[src/orb_pkg.sv]
// shared constants and types for the reset and single-slot command block
package orb_pkg;
  localparam int ADDR_W = 8;
  // register byte offsets
  localparam logic [7:0] OFF_CMD = 8'h00;
  localparam logic [7:0] OFF_DATA = 8'h04;
  localparam logic [7:0] OFF_PTR = 8'h08;
  localparam logic [7:0] OFF_CONFIG = 8'h0C;
  localparam logic [7:0] OFF_PORT = 8'h10;
  localparam logic [7:0] OFF_STATUS = 8'h14;
  localparam logic [7:0] OFF_IRQ_STAT = 8'h18;
  localparam logic [7:0] OFF_IRQ_MASK = 8'h1C;
  // command codes and field positions
  localparam logic [7:0] CMD_RESET = 8'hB4;
  localparam logic [7:0] CMD_SLOT = 8'h87;
  localparam int SLOT_VALUE_BIT = 15;
  localparam int PSEL_LSB = 5;
  localparam int OD_BIT = 4;
  localparam int VAL_LSB = 0;
  localparam logic [2:0] PSEL_RSTL = 3'h0;
  localparam logic [2:0] PSEL_MSP = 3'h1;
  localparam logic [2:0] PSEL_W0L = 3'h2;
  localparam logic [2:0] PSEL_REC0 = 3'h3;
  localparam logic [2:0] PSEL_WEAK_PULLUP_RESISTANCE = 3'h4;
  localparam logic PTR_STATUS = 1'h0;
  localparam logic PTR_CONFIG = 1'h1;
  // reset values
  localparam logic [3:0] RSTL_CODE_RST = 4'h6;
  localparam logic [3:0] MSP_CODE_RST = 4'h6;
  localparam logic [3:0] W0L_CODE_RST = 4'h6;
  localparam logic [3:0] REC0_CODE_RST = 4'h0;
  localparam logic [3:0] WEAK_PULLUP_RESISTANCE_CODE_RST = 4'h0;
  localparam logic [3:0] WEAK_PULLUP_RESISTANCE_HIGH_CODE = 4'h6;
  // timing: clock in ns, start limit in ps, base/step/cap/fixed figures in quarter-microseconds
  localparam int CLOCK_NS = 10;
  localparam int QUANTUM_NS = 250;
  localparam int TICK_CYC = QUANTUM_NS / CLOCK_NS;
  localparam int START_MAX_PS = 262500;
  localparam int START_MAX_CYC = START_MAX_PS / (CLOCK_NS * 1000);
  localparam logic [11:0] RSTL_STD_BASE_Q = 12'h06E0;
  localparam logic [11:0] RSTL_STD_STEP_Q = 12'h0050;
  localparam logic [11:0] RSTL_OD_BASE_Q = 12'h00B0;
  localparam logic [11:0] RSTL_OD_STEP_Q = 12'h0008;
  localparam logic [11:0] MSP_STD_BASE_Q = 12'h00E8;
  localparam logic [11:0] MSP_STD_CAP_Q = 12'h0130;
  localparam logic [11:0] MSP_OD_BASE_Q = 12'h0016;
  localparam logic [11:0] MSP_OD_CAP_Q = 12'h002C;
  localparam logic [11:0] W0L_STD_BASE_Q = 12'h00D0;
  localparam logic [11:0] W0L_STD_CAP_Q = 12'h0118;
  localparam logic [11:0] W0L_OD_BASE_Q = 12'h0014;
  localparam logic [11:0] W0L_OD_CAP_Q = 12'h0028;
  localparam logic [11:0] STD_STEP_Q = 12'h0008;
  localparam logic [11:0] OD_STEP_Q = 12'h0002;
  localparam logic [11:0] REC0_LOW_Q = 12'h000B;
  localparam logic [11:0] REC0_BASE_Q = 12'h0015;
  localparam logic [11:0] REC0_STEP_Q = 12'h000A;
  localparam logic [11:0] REC0_CAP_Q = 12'h0065;
  localparam logic [11:0] NO_CAP_Q = 12'hFFF;
  localparam logic [11:0] W1L_STD_Q = 12'h0018;
  localparam logic [11:0] W1L_OD_Q = 12'h0004;
  localparam logic [11:0] MSR_STD_Q = 12'h0028;
  localparam logic [11:0] MSR_OD_Q = 12'h0008;
  localparam logic [11:0] SI_STD_Q = 12'h0020;
  localparam logic [11:0] SI_OD_Q = 12'h0004;
  typedef enum logic [2:0] {
    ST_IDLE = 3'h1,
    ST_RST = 3'h2,
    ST_SLOT = 3'h4
  } orb_state_t;
  typedef struct packed {
    logic dir;
    logic single_bit_result;
    logic sd;
    logic presence_pulse_flag;
    logic busy;
  } orb_status_t;
  typedef struct packed {
    logic strong_pullup_enable;
    logic active_pullup_enable;
    logic speed;
  } orb_config_t;
  typedef struct packed {
    logic refused;
    logic slotDone;
    logic resetDone;
  } orb_events_t;
  localparam orb_config_t CONFIG_RST = 3'h0;
endpackage : orb_pkg

[src/orb_reset_bit.sv]
// reset/presence and single time slot command engine with apb registers
//
// Added by the designer: the APB register port and the address map.
`timescale 1ns/1ps
// Summary of operation
// command B4h starts reset/presence cycle
// sample short and presence, report flags
// busy reset command refused, not acknowledged; the code completes it with pready high and pslverr set instead
// reset lasts twice reset-low time
// reset line activity starts within 262.5ns
// busy two reset-lows, flags at offsets
// after reset, pointer on status
// command 87h, slot value in bit 15
// value 0 writes zero, 1 writes one
// sample line at bit-sample time, store result
// busy slot command refused entirely
// slot starts promptly, lasts one slot
// busy for one slot, direction may change
// after slot, pointer on status
// slot honours speed, pullups, current timings
// separate standard and overdrive timing sets
// counter-timed instants, busy until done
module orb_reset_bit #(
  parameter int TICK_CYCLES = orb_pkg::TICK_CYC,
  parameter int CNT_W = 20
) (
  input wire logic clock,
  input wire logic srst,
  input wire logic [orb_pkg::ADDR_W-1:0] paddr,
  input wire logic psel,
  input wire logic penable,
  input wire logic pwrite,
  input wire logic [31:0] pwdata,
  output logic [31:0] prdata,
  output logic pready,
  output logic pslverr,
  output logic irq,
  input wire logic lineIn,
  output logic lineOut,
  output logic lineOe,
  output logic strongPullup,
  output logic activePullup,
  output logic weakPullupHigh
);
  import orb_pkg::*;

  if (TICK_CYCLES < 1) begin : g_chk_tick
    $error("TICK_CYCLES must be at least one");
  end
  if (2 * 4096 * TICK_CYCLES >= 2 ** CNT_W) begin : g_chk_cnt
    $error("CNT_W too narrow for longest reset");
  end
  if (START_MAX_CYC < 2) begin : g_chk_start
    $error("start latency of two cycles exceeds limit");
  end

  orb_state_t state;
  orb_status_t status;
  orb_config_t cfg;
  orb_events_t irqStat;
  orb_events_t irqMask;
  orb_events_t ev;
  logic [3:0] rstlCode [2];
  logic [3:0] mspCode [2];
  logic [3:0] w0lCode [2];
  logic [3:0] rec0Code;
  logic [3:0] rwpuCode;
  logic readPtr;
  logic [CNT_W-1:0] cnt;
  logic [CNT_W-1:0] lowCyc;
  logic [CNT_W-1:0] sampACyc;
  logic [CNT_W-1:0] sampBCyc;
  logic [CNT_W-1:0] endCyc;
  logic lineMeta;
  logic lineSync;
  logic setup;
  logic access;
  logic busy;
  logic writeCmd;
  logic knownCmd;
  logic cmdAccept;
  logic cmdRefused;
  logic portWrite;
  logic portBad;
  logic mapped;
  logic driveLow;
  logic cmdDone;
  logic od;
  logic [11:0] rstlQ;
  logic [11:0] mspQ;
  logic [11:0] w0lQ;
  logic [11:0] rec0Q;
  logic [11:0] w1lQ;
  logic [11:0] msrQ;
  logic [11:0] siQ;

  function automatic logic [11:0] stepCap(input logic [11:0] base, input logic [11:0] step,
                                          input logic [3:0] n, input logic [11:0] cap);
    logic [15:0] v;
    v = {4'h0, base} + 16'(step) * 16'(n);
    stepCap = (v > {4'h0, cap}) ? cap : v[11:0];
  endfunction : stepCap

  function automatic logic [CNT_W-1:0] toCyc(input logic [11:0] q);
    toCyc = CNT_W'(q) * CNT_W'(TICK_CYCLES);
  endfunction : toCyc

  // line level crosses in through two flops
  always_ff @(posedge clock) begin
    lineMeta <= lineIn;
    lineSync <= lineMeta;
  end

  // apb decode; zero wait states
  assign pready = 1'b1;
  assign setup = psel && !penable;
  assign access = psel && penable;
  assign busy = (state != ST_IDLE);
  assign writeCmd = access && pwrite && (paddr == OFF_CMD);
  assign knownCmd = (pwdata[7:0] == CMD_RESET) || (pwdata[7:0] == CMD_SLOT);
  // busy refusal
  // busy refusal
  assign cmdRefused = writeCmd && (busy || !knownCmd);
  assign cmdAccept = writeCmd && !busy && knownCmd;
  assign portWrite = access && pwrite && (paddr == OFF_PORT);
  assign portBad = (pwdata[PSEL_LSB +: 3] > PSEL_WEAK_PULLUP_RESISTANCE);
  always_comb begin
    if (paddr == OFF_CMD) begin
      mapped = 1'b1;
    end else if (paddr == OFF_DATA || paddr == OFF_PTR || paddr == OFF_CONFIG) begin
      mapped = 1'b1;
    end else if (paddr == OFF_PORT || paddr == OFF_STATUS) begin
      mapped = 1'b1;
    end else if (paddr == OFF_IRQ_STAT || paddr == OFF_IRQ_MASK) begin
      mapped = 1'b1;
    end else begin
      mapped = 1'b0;
    end
  end
  // refusal shows as pslverr, standing in for a withheld acknowledge
  assign pslverr = access && (!mapped || cmdRefused || (portWrite && portBad));

  // speed-selected timing sets
  assign od = cfg.speed;
  always_comb begin
    rstlQ = od ? stepCap(RSTL_OD_BASE_Q, RSTL_OD_STEP_Q, rstlCode[1], NO_CAP_Q)
               : stepCap(RSTL_STD_BASE_Q, RSTL_STD_STEP_Q, rstlCode[0], NO_CAP_Q);
    mspQ = od ? stepCap(MSP_OD_BASE_Q, OD_STEP_Q, (mspCode[1] > 4'h1) ? mspCode[1] - 4'h1 : 4'h0,
                        MSP_OD_CAP_Q)
              : stepCap(MSP_STD_BASE_Q, STD_STEP_Q, (mspCode[0] > 4'h1) ? mspCode[0] - 4'h1 : 4'h0,
                        MSP_STD_CAP_Q);
    w0lQ = od ? stepCap(W0L_OD_BASE_Q, OD_STEP_Q, w0lCode[1], W0L_OD_CAP_Q)
              : stepCap(W0L_STD_BASE_Q, STD_STEP_Q, w0lCode[0], W0L_STD_CAP_Q);
    rec0Q = (rec0Code < 4'h6) ? REC0_LOW_Q
                              : stepCap(REC0_BASE_Q, REC0_STEP_Q, rec0Code - 4'h6, REC0_CAP_Q);
    w1lQ = od ? W1L_OD_Q : W1L_STD_Q;
    msrQ = od ? MSR_OD_Q : MSR_STD_Q;
    siQ = od ? SI_OD_Q : SI_STD_Q;
  end

  // port parameter writes
  always_ff @(posedge clock) begin
    if (srst) begin
      rstlCode[0] <= RSTL_CODE_RST;
      rstlCode[1] <= RSTL_CODE_RST;
      mspCode[0] <= MSP_CODE_RST;
      mspCode[1] <= MSP_CODE_RST;
      w0lCode[0] <= W0L_CODE_RST;
      w0lCode[1] <= W0L_CODE_RST;
      rec0Code <= REC0_CODE_RST;
      rwpuCode <= WEAK_PULLUP_RESISTANCE_CODE_RST;
    end else if (portWrite && !portBad) begin
      case (pwdata[PSEL_LSB +: 3])
        PSEL_RSTL: rstlCode[pwdata[OD_BIT]] <= pwdata[VAL_LSB +: 4];
        PSEL_MSP: mspCode[pwdata[OD_BIT]] <= pwdata[VAL_LSB +: 4];
        PSEL_W0L: w0lCode[pwdata[OD_BIT]] <= pwdata[VAL_LSB +: 4];
        PSEL_REC0: rec0Code <= pwdata[VAL_LSB +: 4];
        default: rwpuCode <= pwdata[VAL_LSB +: 4];
      endcase
    end
  end

  always_ff @(posedge clock) begin
    if (srst) begin
      weakPullupHigh <= 1'b0;
    end else begin
      weakPullupHigh <= (rwpuCode >= WEAK_PULLUP_RESISTANCE_HIGH_CODE);
    end
  end

  // device configuration; strong pullup is one-shot, dropped after use
  always_ff @(posedge clock) begin
    if (srst) begin
      cfg <= CONFIG_RST;
    end else if (access && pwrite && paddr == OFF_CONFIG) begin
      cfg <= orb_config_t'(pwdata[2:0]);
    end else if (state == ST_SLOT && cmdDone) begin
      cfg.strong_pullup_enable <= 1'b0;
    end
  end

  // command sequencer on cycle counter
  assign cmdDone = (cnt == endCyc - CNT_W'(1));
  always_ff @(posedge clock) begin
    if (srst) begin
      state <= ST_IDLE;
      cnt <= '0;
    end else begin
      case (state)
        ST_IDLE: begin
          cnt <= '0;
          // reset start
          if (cmdAccept && pwdata[7:0] == CMD_RESET) begin
            state <= ST_RST;
          // slot start
          end else if (cmdAccept) begin
            state <= ST_SLOT;
          end
        end
        ST_RST, ST_SLOT: begin
          cnt <= cnt + CNT_W'(1);
          if (cmdDone) begin
            state <= ST_IDLE;
          end
        end
        default: state <= ST_IDLE;
      endcase
    end
  end

  // timing latched at start so mid-command writes cannot disturb it
  always_ff @(posedge clock) begin
    if (srst) begin
      lowCyc <= '0;
      sampACyc <= '0;
      sampBCyc <= '0;
      endCyc <= CNT_W'(1);
    end else if (cmdAccept && pwdata[7:0] == CMD_RESET) begin
      // twice reset-low
      lowCyc <= toCyc(rstlQ);
      sampACyc <= toCyc(rstlQ) + toCyc(siQ);
      sampBCyc <= toCyc(rstlQ) + toCyc(mspQ);
      endCyc <= toCyc(rstlQ) + toCyc(rstlQ);
    end else if (cmdAccept) begin
      // slot low time
      // current timings apply
      lowCyc <= pwdata[SLOT_VALUE_BIT] ? toCyc(w1lQ) : toCyc(w0lQ);
      sampACyc <= toCyc(msrQ);
      sampBCyc <= toCyc(w0lQ) + toCyc(rec0Q);
      endCyc <= toCyc(w0lQ) + toCyc(rec0Q);
    end
  end

  // line driven low on the second edge after acceptance
  // slot starts promptly
  assign driveLow = busy && (cnt < lowCyc);
  always_ff @(posedge clock) begin
    if (srst) begin
      lineOe <= 1'b0;
      lineOut <= 1'b0;
      activePullup <= 1'b0;
    end else begin
      lineOe <= driveLow || strongPullup;
      lineOut <= !driveLow && strongPullup;
      activePullup <= cfg.active_pullup_enable && busy && !driveLow;
    end
  end

  // strong pullup holds after a slot until next command
  always_ff @(posedge clock) begin
    if (srst) begin
      strongPullup <= 1'b0;
    end else if (cmdAccept) begin
      strongPullup <= 1'b0;
    end else if (state == ST_SLOT && cmdDone && cfg.strong_pullup_enable) begin
      strongPullup <= 1'b1;
    end
  end

  // status flags
  always_ff @(posedge clock) begin
    if (srst) begin
      status <= '0;
    end else begin
      // busy for command length
      status.busy <= (cmdAccept || busy) && !(busy && cmdDone);
      if (state == ST_RST && cnt == sampACyc) begin
        // short sample
        status.sd <= !lineSync;
      end
      if (state == ST_RST && cnt == sampBCyc) begin
        // presence sample
        status.presence_pulse_flag <= !lineSync;
      end
      if (state == ST_SLOT && cnt == sampACyc) begin
        // bit sample
        // direction follows sample
        status.single_bit_result <= lineSync;
        status.dir <= lineSync;
      end
    end
  end

  // read pointer
  always_ff @(posedge clock) begin
    if (srst) begin
      readPtr <= PTR_STATUS;
    end else if (cmdAccept) begin
      // pointer to status
      readPtr <= PTR_STATUS;
    end else if (access && pwrite && paddr == OFF_PTR) begin
      readPtr <= pwdata[0];
    end else if (access && pwrite && paddr == OFF_CONFIG) begin
      readPtr <= PTR_CONFIG;
    end
  end

  // read data captured in setup, presented in access
  always_ff @(posedge clock) begin
    if (srst) begin
      prdata <= 32'h0000_0000;
    end else if (setup && !pwrite) begin
      if (paddr == OFF_DATA) begin
        prdata <= (readPtr == PTR_STATUS) ? 32'(status) : 32'(cfg);
      end else if (paddr == OFF_PTR) begin
        prdata <= 32'(readPtr);
      end else if (paddr == OFF_CONFIG) begin
        prdata <= 32'(cfg);
      end else if (paddr == OFF_PORT) begin
        prdata <= {12'h000, rwpuCode, rec0Code, w0lCode[1], w0lCode[0], 4'h0};
      end else if (paddr == OFF_STATUS) begin
        prdata <= 32'(status);
      end else if (paddr == OFF_IRQ_STAT) begin
        prdata <= 32'(irqStat);
      end else if (paddr == OFF_IRQ_MASK) begin
        prdata <= 32'(irqMask);
      end else begin
        prdata <= 32'h0000_0000;
      end
    end
  end

  // interrupts: clear only what the read reported, so new events survive
  assign ev.resetDone = (state == ST_RST) && cmdDone;
  assign ev.slotDone = (state == ST_SLOT) && cmdDone;
  assign ev.refused = cmdRefused;
  always_ff @(posedge clock) begin
    if (srst) begin
      irqStat <= '0;
      irqMask <= '0;
      irq <= 1'b0;
    end else begin
      if (access && !pwrite && paddr == OFF_IRQ_STAT) begin
        irqStat <= (irqStat & ~orb_events_t'(prdata[2:0])) | ev;
      end else begin
        irqStat <= irqStat | ev;
      end
      if (access && pwrite && paddr == OFF_IRQ_MASK) begin
        irqMask <= orb_events_t'(pwdata[2:0]);
      end
      irq <= |(irqStat & irqMask);
    end
  end
endmodule : orb_reset_bit

[config.mk]
export PLATFORM = sky130hd
export DESIGN_NAME = orb_reset_bit
export DESIGN_NICKNAME = d
export VERILOG_FILES = /design/src/orb_pkg.sv /design/src/orb_reset_bit.sv
export SDC_FILE = /design/constraint.sdc
export NUM_CORES = 1
export LEC_CHECK = 0
export BUFFER_PORTS_ARGS = -buffer_cell sky130_fd_sc_hd__buf_2
export CAP_MARGIN = 20
export CORE_ASPECT_RATIO = 0.9
export CORE_MARGIN = 4
export CORE_UTILIZATION = 45
export DETAILED_ROUTE_END_ITERATION = 10
export PLACE_DENSITY_LB_ADDON = 0.12
export REMOVE_ABC_BUFFERS = 1
export SETUP_SLACK_MARGIN = 0.5
export SYNTH_ARGS = -nofsm -noshare
export SYNTH_HDL_FRONTEND = slang
export SYNTH_SLANG_ARGS = --single-unit
[constraint.sdc]
create_clock -name clock -period 6.61 [get_ports clock]
set_input_delay 1.322 -clock clock [delete_from_list [all_inputs] [get_ports clock]]
set_output_delay 1.322 -clock clock [all_outputs]
set_load 0.005 [all_outputs]
==> results.md <==
- Mapped cell area: around 13000 um^2
- Remaining DRCs: 0
- Met3 routed WL: around 1600 um
- M1 WL: 17400 um
- Die X: 189 um
- Synth Warn #: 0
- Critical path class: reg2reg
- Final worst setup slack: around 630 ps
- WL per Instance: roughly 18 um
- Post-synth EDFFs: 24
- Max FO, Critical Path: 4
- Dpl cells: ~2000
- Worst Skew: between 10 and 15 ps
- GPL Wtd Cong: roughly 0.86
- Starting Density: ~46%
- Max Fclk: 0.167 GHz
- Layout area overhead: 13.4%
- Multi-input logic area: between 9000 and 10000 um^2
- CP startpoint kind: flop
- First-pass GRT wire length: between 50000 and 60000 um
- Main synth FF type: dfxtp_1
- Sequential area share after synthesis: a little over a quarter
- Gate Count Post-Synth: about 1600
- Routed Antenna Nets: 0
- Placed Area: 14000 um^2
- Clk sinks: 162
- Worst Path Required: just under 7000 ps
- Ys async rst share: 0%
- Num rows: 59
- Nets: 1869
- Fin. max-slew vios: 0
- Maximum clock path buffer count: 2
- FF/Latch Area: ~3500 um^2
- Core area: just under 30000 um^2
- Final setup vio count: 0
- Worst-Skew Late Latency: 440 ps
- Num CTS Buffers: 17
- Vias: ~11000
- Worst slew pin tran: about 1100 ps
- CTS root buf: clkbuf_16
- DP HPWL: about 28000 um
- Post-layout minimum cycle time: around 6000 ps
- Hold WC Path Type: reg2reg
- Distinct cells, synth: 85
- Max-cap viol count: 0
- Reg clk slew, reported paths: roughly 70 ps
- Layout fillers: 2738
- R2R setup slack: approximately 630 ps
- Die Ht: 171 um
- RSZ-0062 raised after global routing: yes
- Drt pass-1 iters: 8
- Status: complete, no violations
- H-tree Lvls: 4
- Largest net degree at the start of global routing: 60
- Die footprint: 32400 um^2
- Detailed-route vias per instance: around 5.5
- Pre-CTS setup slack: 229 ps
- WL met2: 17100 um
- Fin area: 15100 um^2
- Setup crit end kind: flop
- FF+latch count, synth: ~160
- Hold slack: between 300 and 400 ps
- Slew HR: 29.4%
- Hold Fails Final Rpt: 0
- Critical Path AT: ~6300 ps
- N_diodes: 0
- Final worst-path cycle share: 90.4%
- GR Overflow Total: 0
- Total Wirelength: 36900 um
- P per Cell Area: between 300 and 400 nW/um^2
- Peak supply drop: 0.000429 V
- CTS tree: done
- Finished Layout Cells: 2019
- Top routing layer used: met4
- Drt initial violations: about 810
- Leak: around 0.0065 uW
- GRT Util Overall: between 20% and 30%
- Vias in the first global route: 10600
- Syn Area/Cell: 8.52 um^2
- Initial antenna violation count: 0
- IO Count: 86
- Fraction of layout cells with a size suffix above 1: 15.0%
- Fin Setup TNS: 0 ps
- Number of I/O port buffers: 49
## synthesized netlist by cell type, drive strengths merged, types with 33 or more instances
cell type / n / area (um^2)
dfxtp: 138 / 2760
o21ai: 52 / 260
a21oi: 79 / 395
nand2: 102 / 383
xnor2: 70 / 613
inv: 171 / 642
nor2: 150 / 563
nand3: 42 / 210
nor3: 40 / 210
ha: 177 / 2210
xor2: 33 / 289
clkbuf: 51 / 191
fa: 36 / 721
## area by class of cell
type                            instances  share of cell area (%)
Tap cell                              396                    3.29
Sequential cell                       162                    23.1
Clock buffer                           19                    2.87
Clock inverter                         13                   0.822
Multi-Input combinational cell       1164                    61.7
Timing Repair Buffer                   92                    3.84
Inverter                              173                    4.31
## metrics by stage
| stage | total power (uW) | utilization, % |
|---|---|---|
| 2_1_floorplan | 3060 | - |
| 3_3_place_gp | 3720 | 48.1 |
| 3_5_place_dp | 3760 | 48.2 |
| 4_1_cts | 4790 | 50.5 |
| 5_1_grt | 5610 | 51.9 |
| 6_report | 5180 | 51.9 |
## critical path, stage by stage (launching register included)
cell and delay [ps]:
edfxtp_1 400, ha_1 210, inv_1 80, ha_1 220, nor3b_2 160, o21ai_2 160, o22a_2 210, ha_2 290
ha_4 250, ha_4 270, inv_1 50, fa_2 560, inv_1 70, ha_1 310, fa_1 480, inv_1 50
fa_1 520, inv_1 60, ha_4 260, o21ai_2 70, o21a_1 180, nor2_1 90, o31ai_1 300, xor2_1 210
nor2_1 100, o31a_1 300
## state kept, by name (all words and copies together), names as in the netlist, 2 cells and up
register  cells
irqMask       3
rwpuCode      4
state         3
rec0Code      4
w0lCode       8
sampACyc     16
irqStat       3
cnt          20
prdata       20
status        4
mspCode       8
lowCyc       16
cfg           2
endCyc       15
rstlCode      8
sampBCyc     18
## power breakdown
part | switching, uW | total (uW) | internal, uW
sequential | 7.56 | 1010 | 1010
combinational | 1750 | 3180 | 1430
clock | 455 | 980 | 525
## metal layers
layer	vias to the layer above	GRT usage, %
li1	5505	-
met1	5310	31.8
met2	230	37.1
met3	50	3.16
met4	0	6.37
met5	-	0
## cell families (layout without fill, tap and decap cells)
logic type	count (synthesis)	after routing	synth area share, %
adders and majority gates	213	213	22.1
and+or+nand+nor	488	488	18.9
AOI/OAI and AO/OA	304	304	15.4
muxes	35	35	2.73
buffers and inverters	252	297	7.61
other	2	20	0.0565
DFF	162	162	26.2
xor gates and xnor gates	104	104	6.96
## timing repair
item                       CTS  global route
hold buffers                 0             0
setup endpoints to repair   14            16
setup buffers                5             9
pin swaps                   10            26
resized for setup           17            67
## cells in the final DEF, fill, tap and decap left out, drive strengths merged, types with 12 or more instances in the layout
cell | Yosys | final
nand2b | 17 | 17
fa | 36 | 36
dfxtp | 138 | 138
nand4 | 17 | 17
or2 | 18 | 18
o21ai | 52 | 52
xor2 | 33 | 33
a22oi | 26 | 26
o211ai | 17 | 17
nor3 | 40 | 40
edfxtp | 24 | 24
clkbuf | 51 | 19
nor2b | 16 | 16
buf | 28 | 92
a211oi | 23 | 23
nor2 | 150 | 150
a21oi | 79 | 79
nand2 | 102 | 102
ha | 177 | 177
mux2i | 25 | 25
inv | 171 | 177
xnor2 | 70 | 70
or3 | 12 | 12
nand3 | 42 | 42
a21o | 16 | 16
conb | 2 | 20
## worst paths after layout
| kind | endpoint | start | depth (start not counted) |
|---|---|---|---|
| max | endCyc[10] | w0lCode[0][1] | 25 |
| max reg2reg | endCyc[10] | w0lCode[0][1] | 25 |
| min reg2reg | lineSync | lineMeta | 0 |
| min | lineSync | lineMeta | 0 |
No activity file was read; power rests on OpenSTA's default activity.
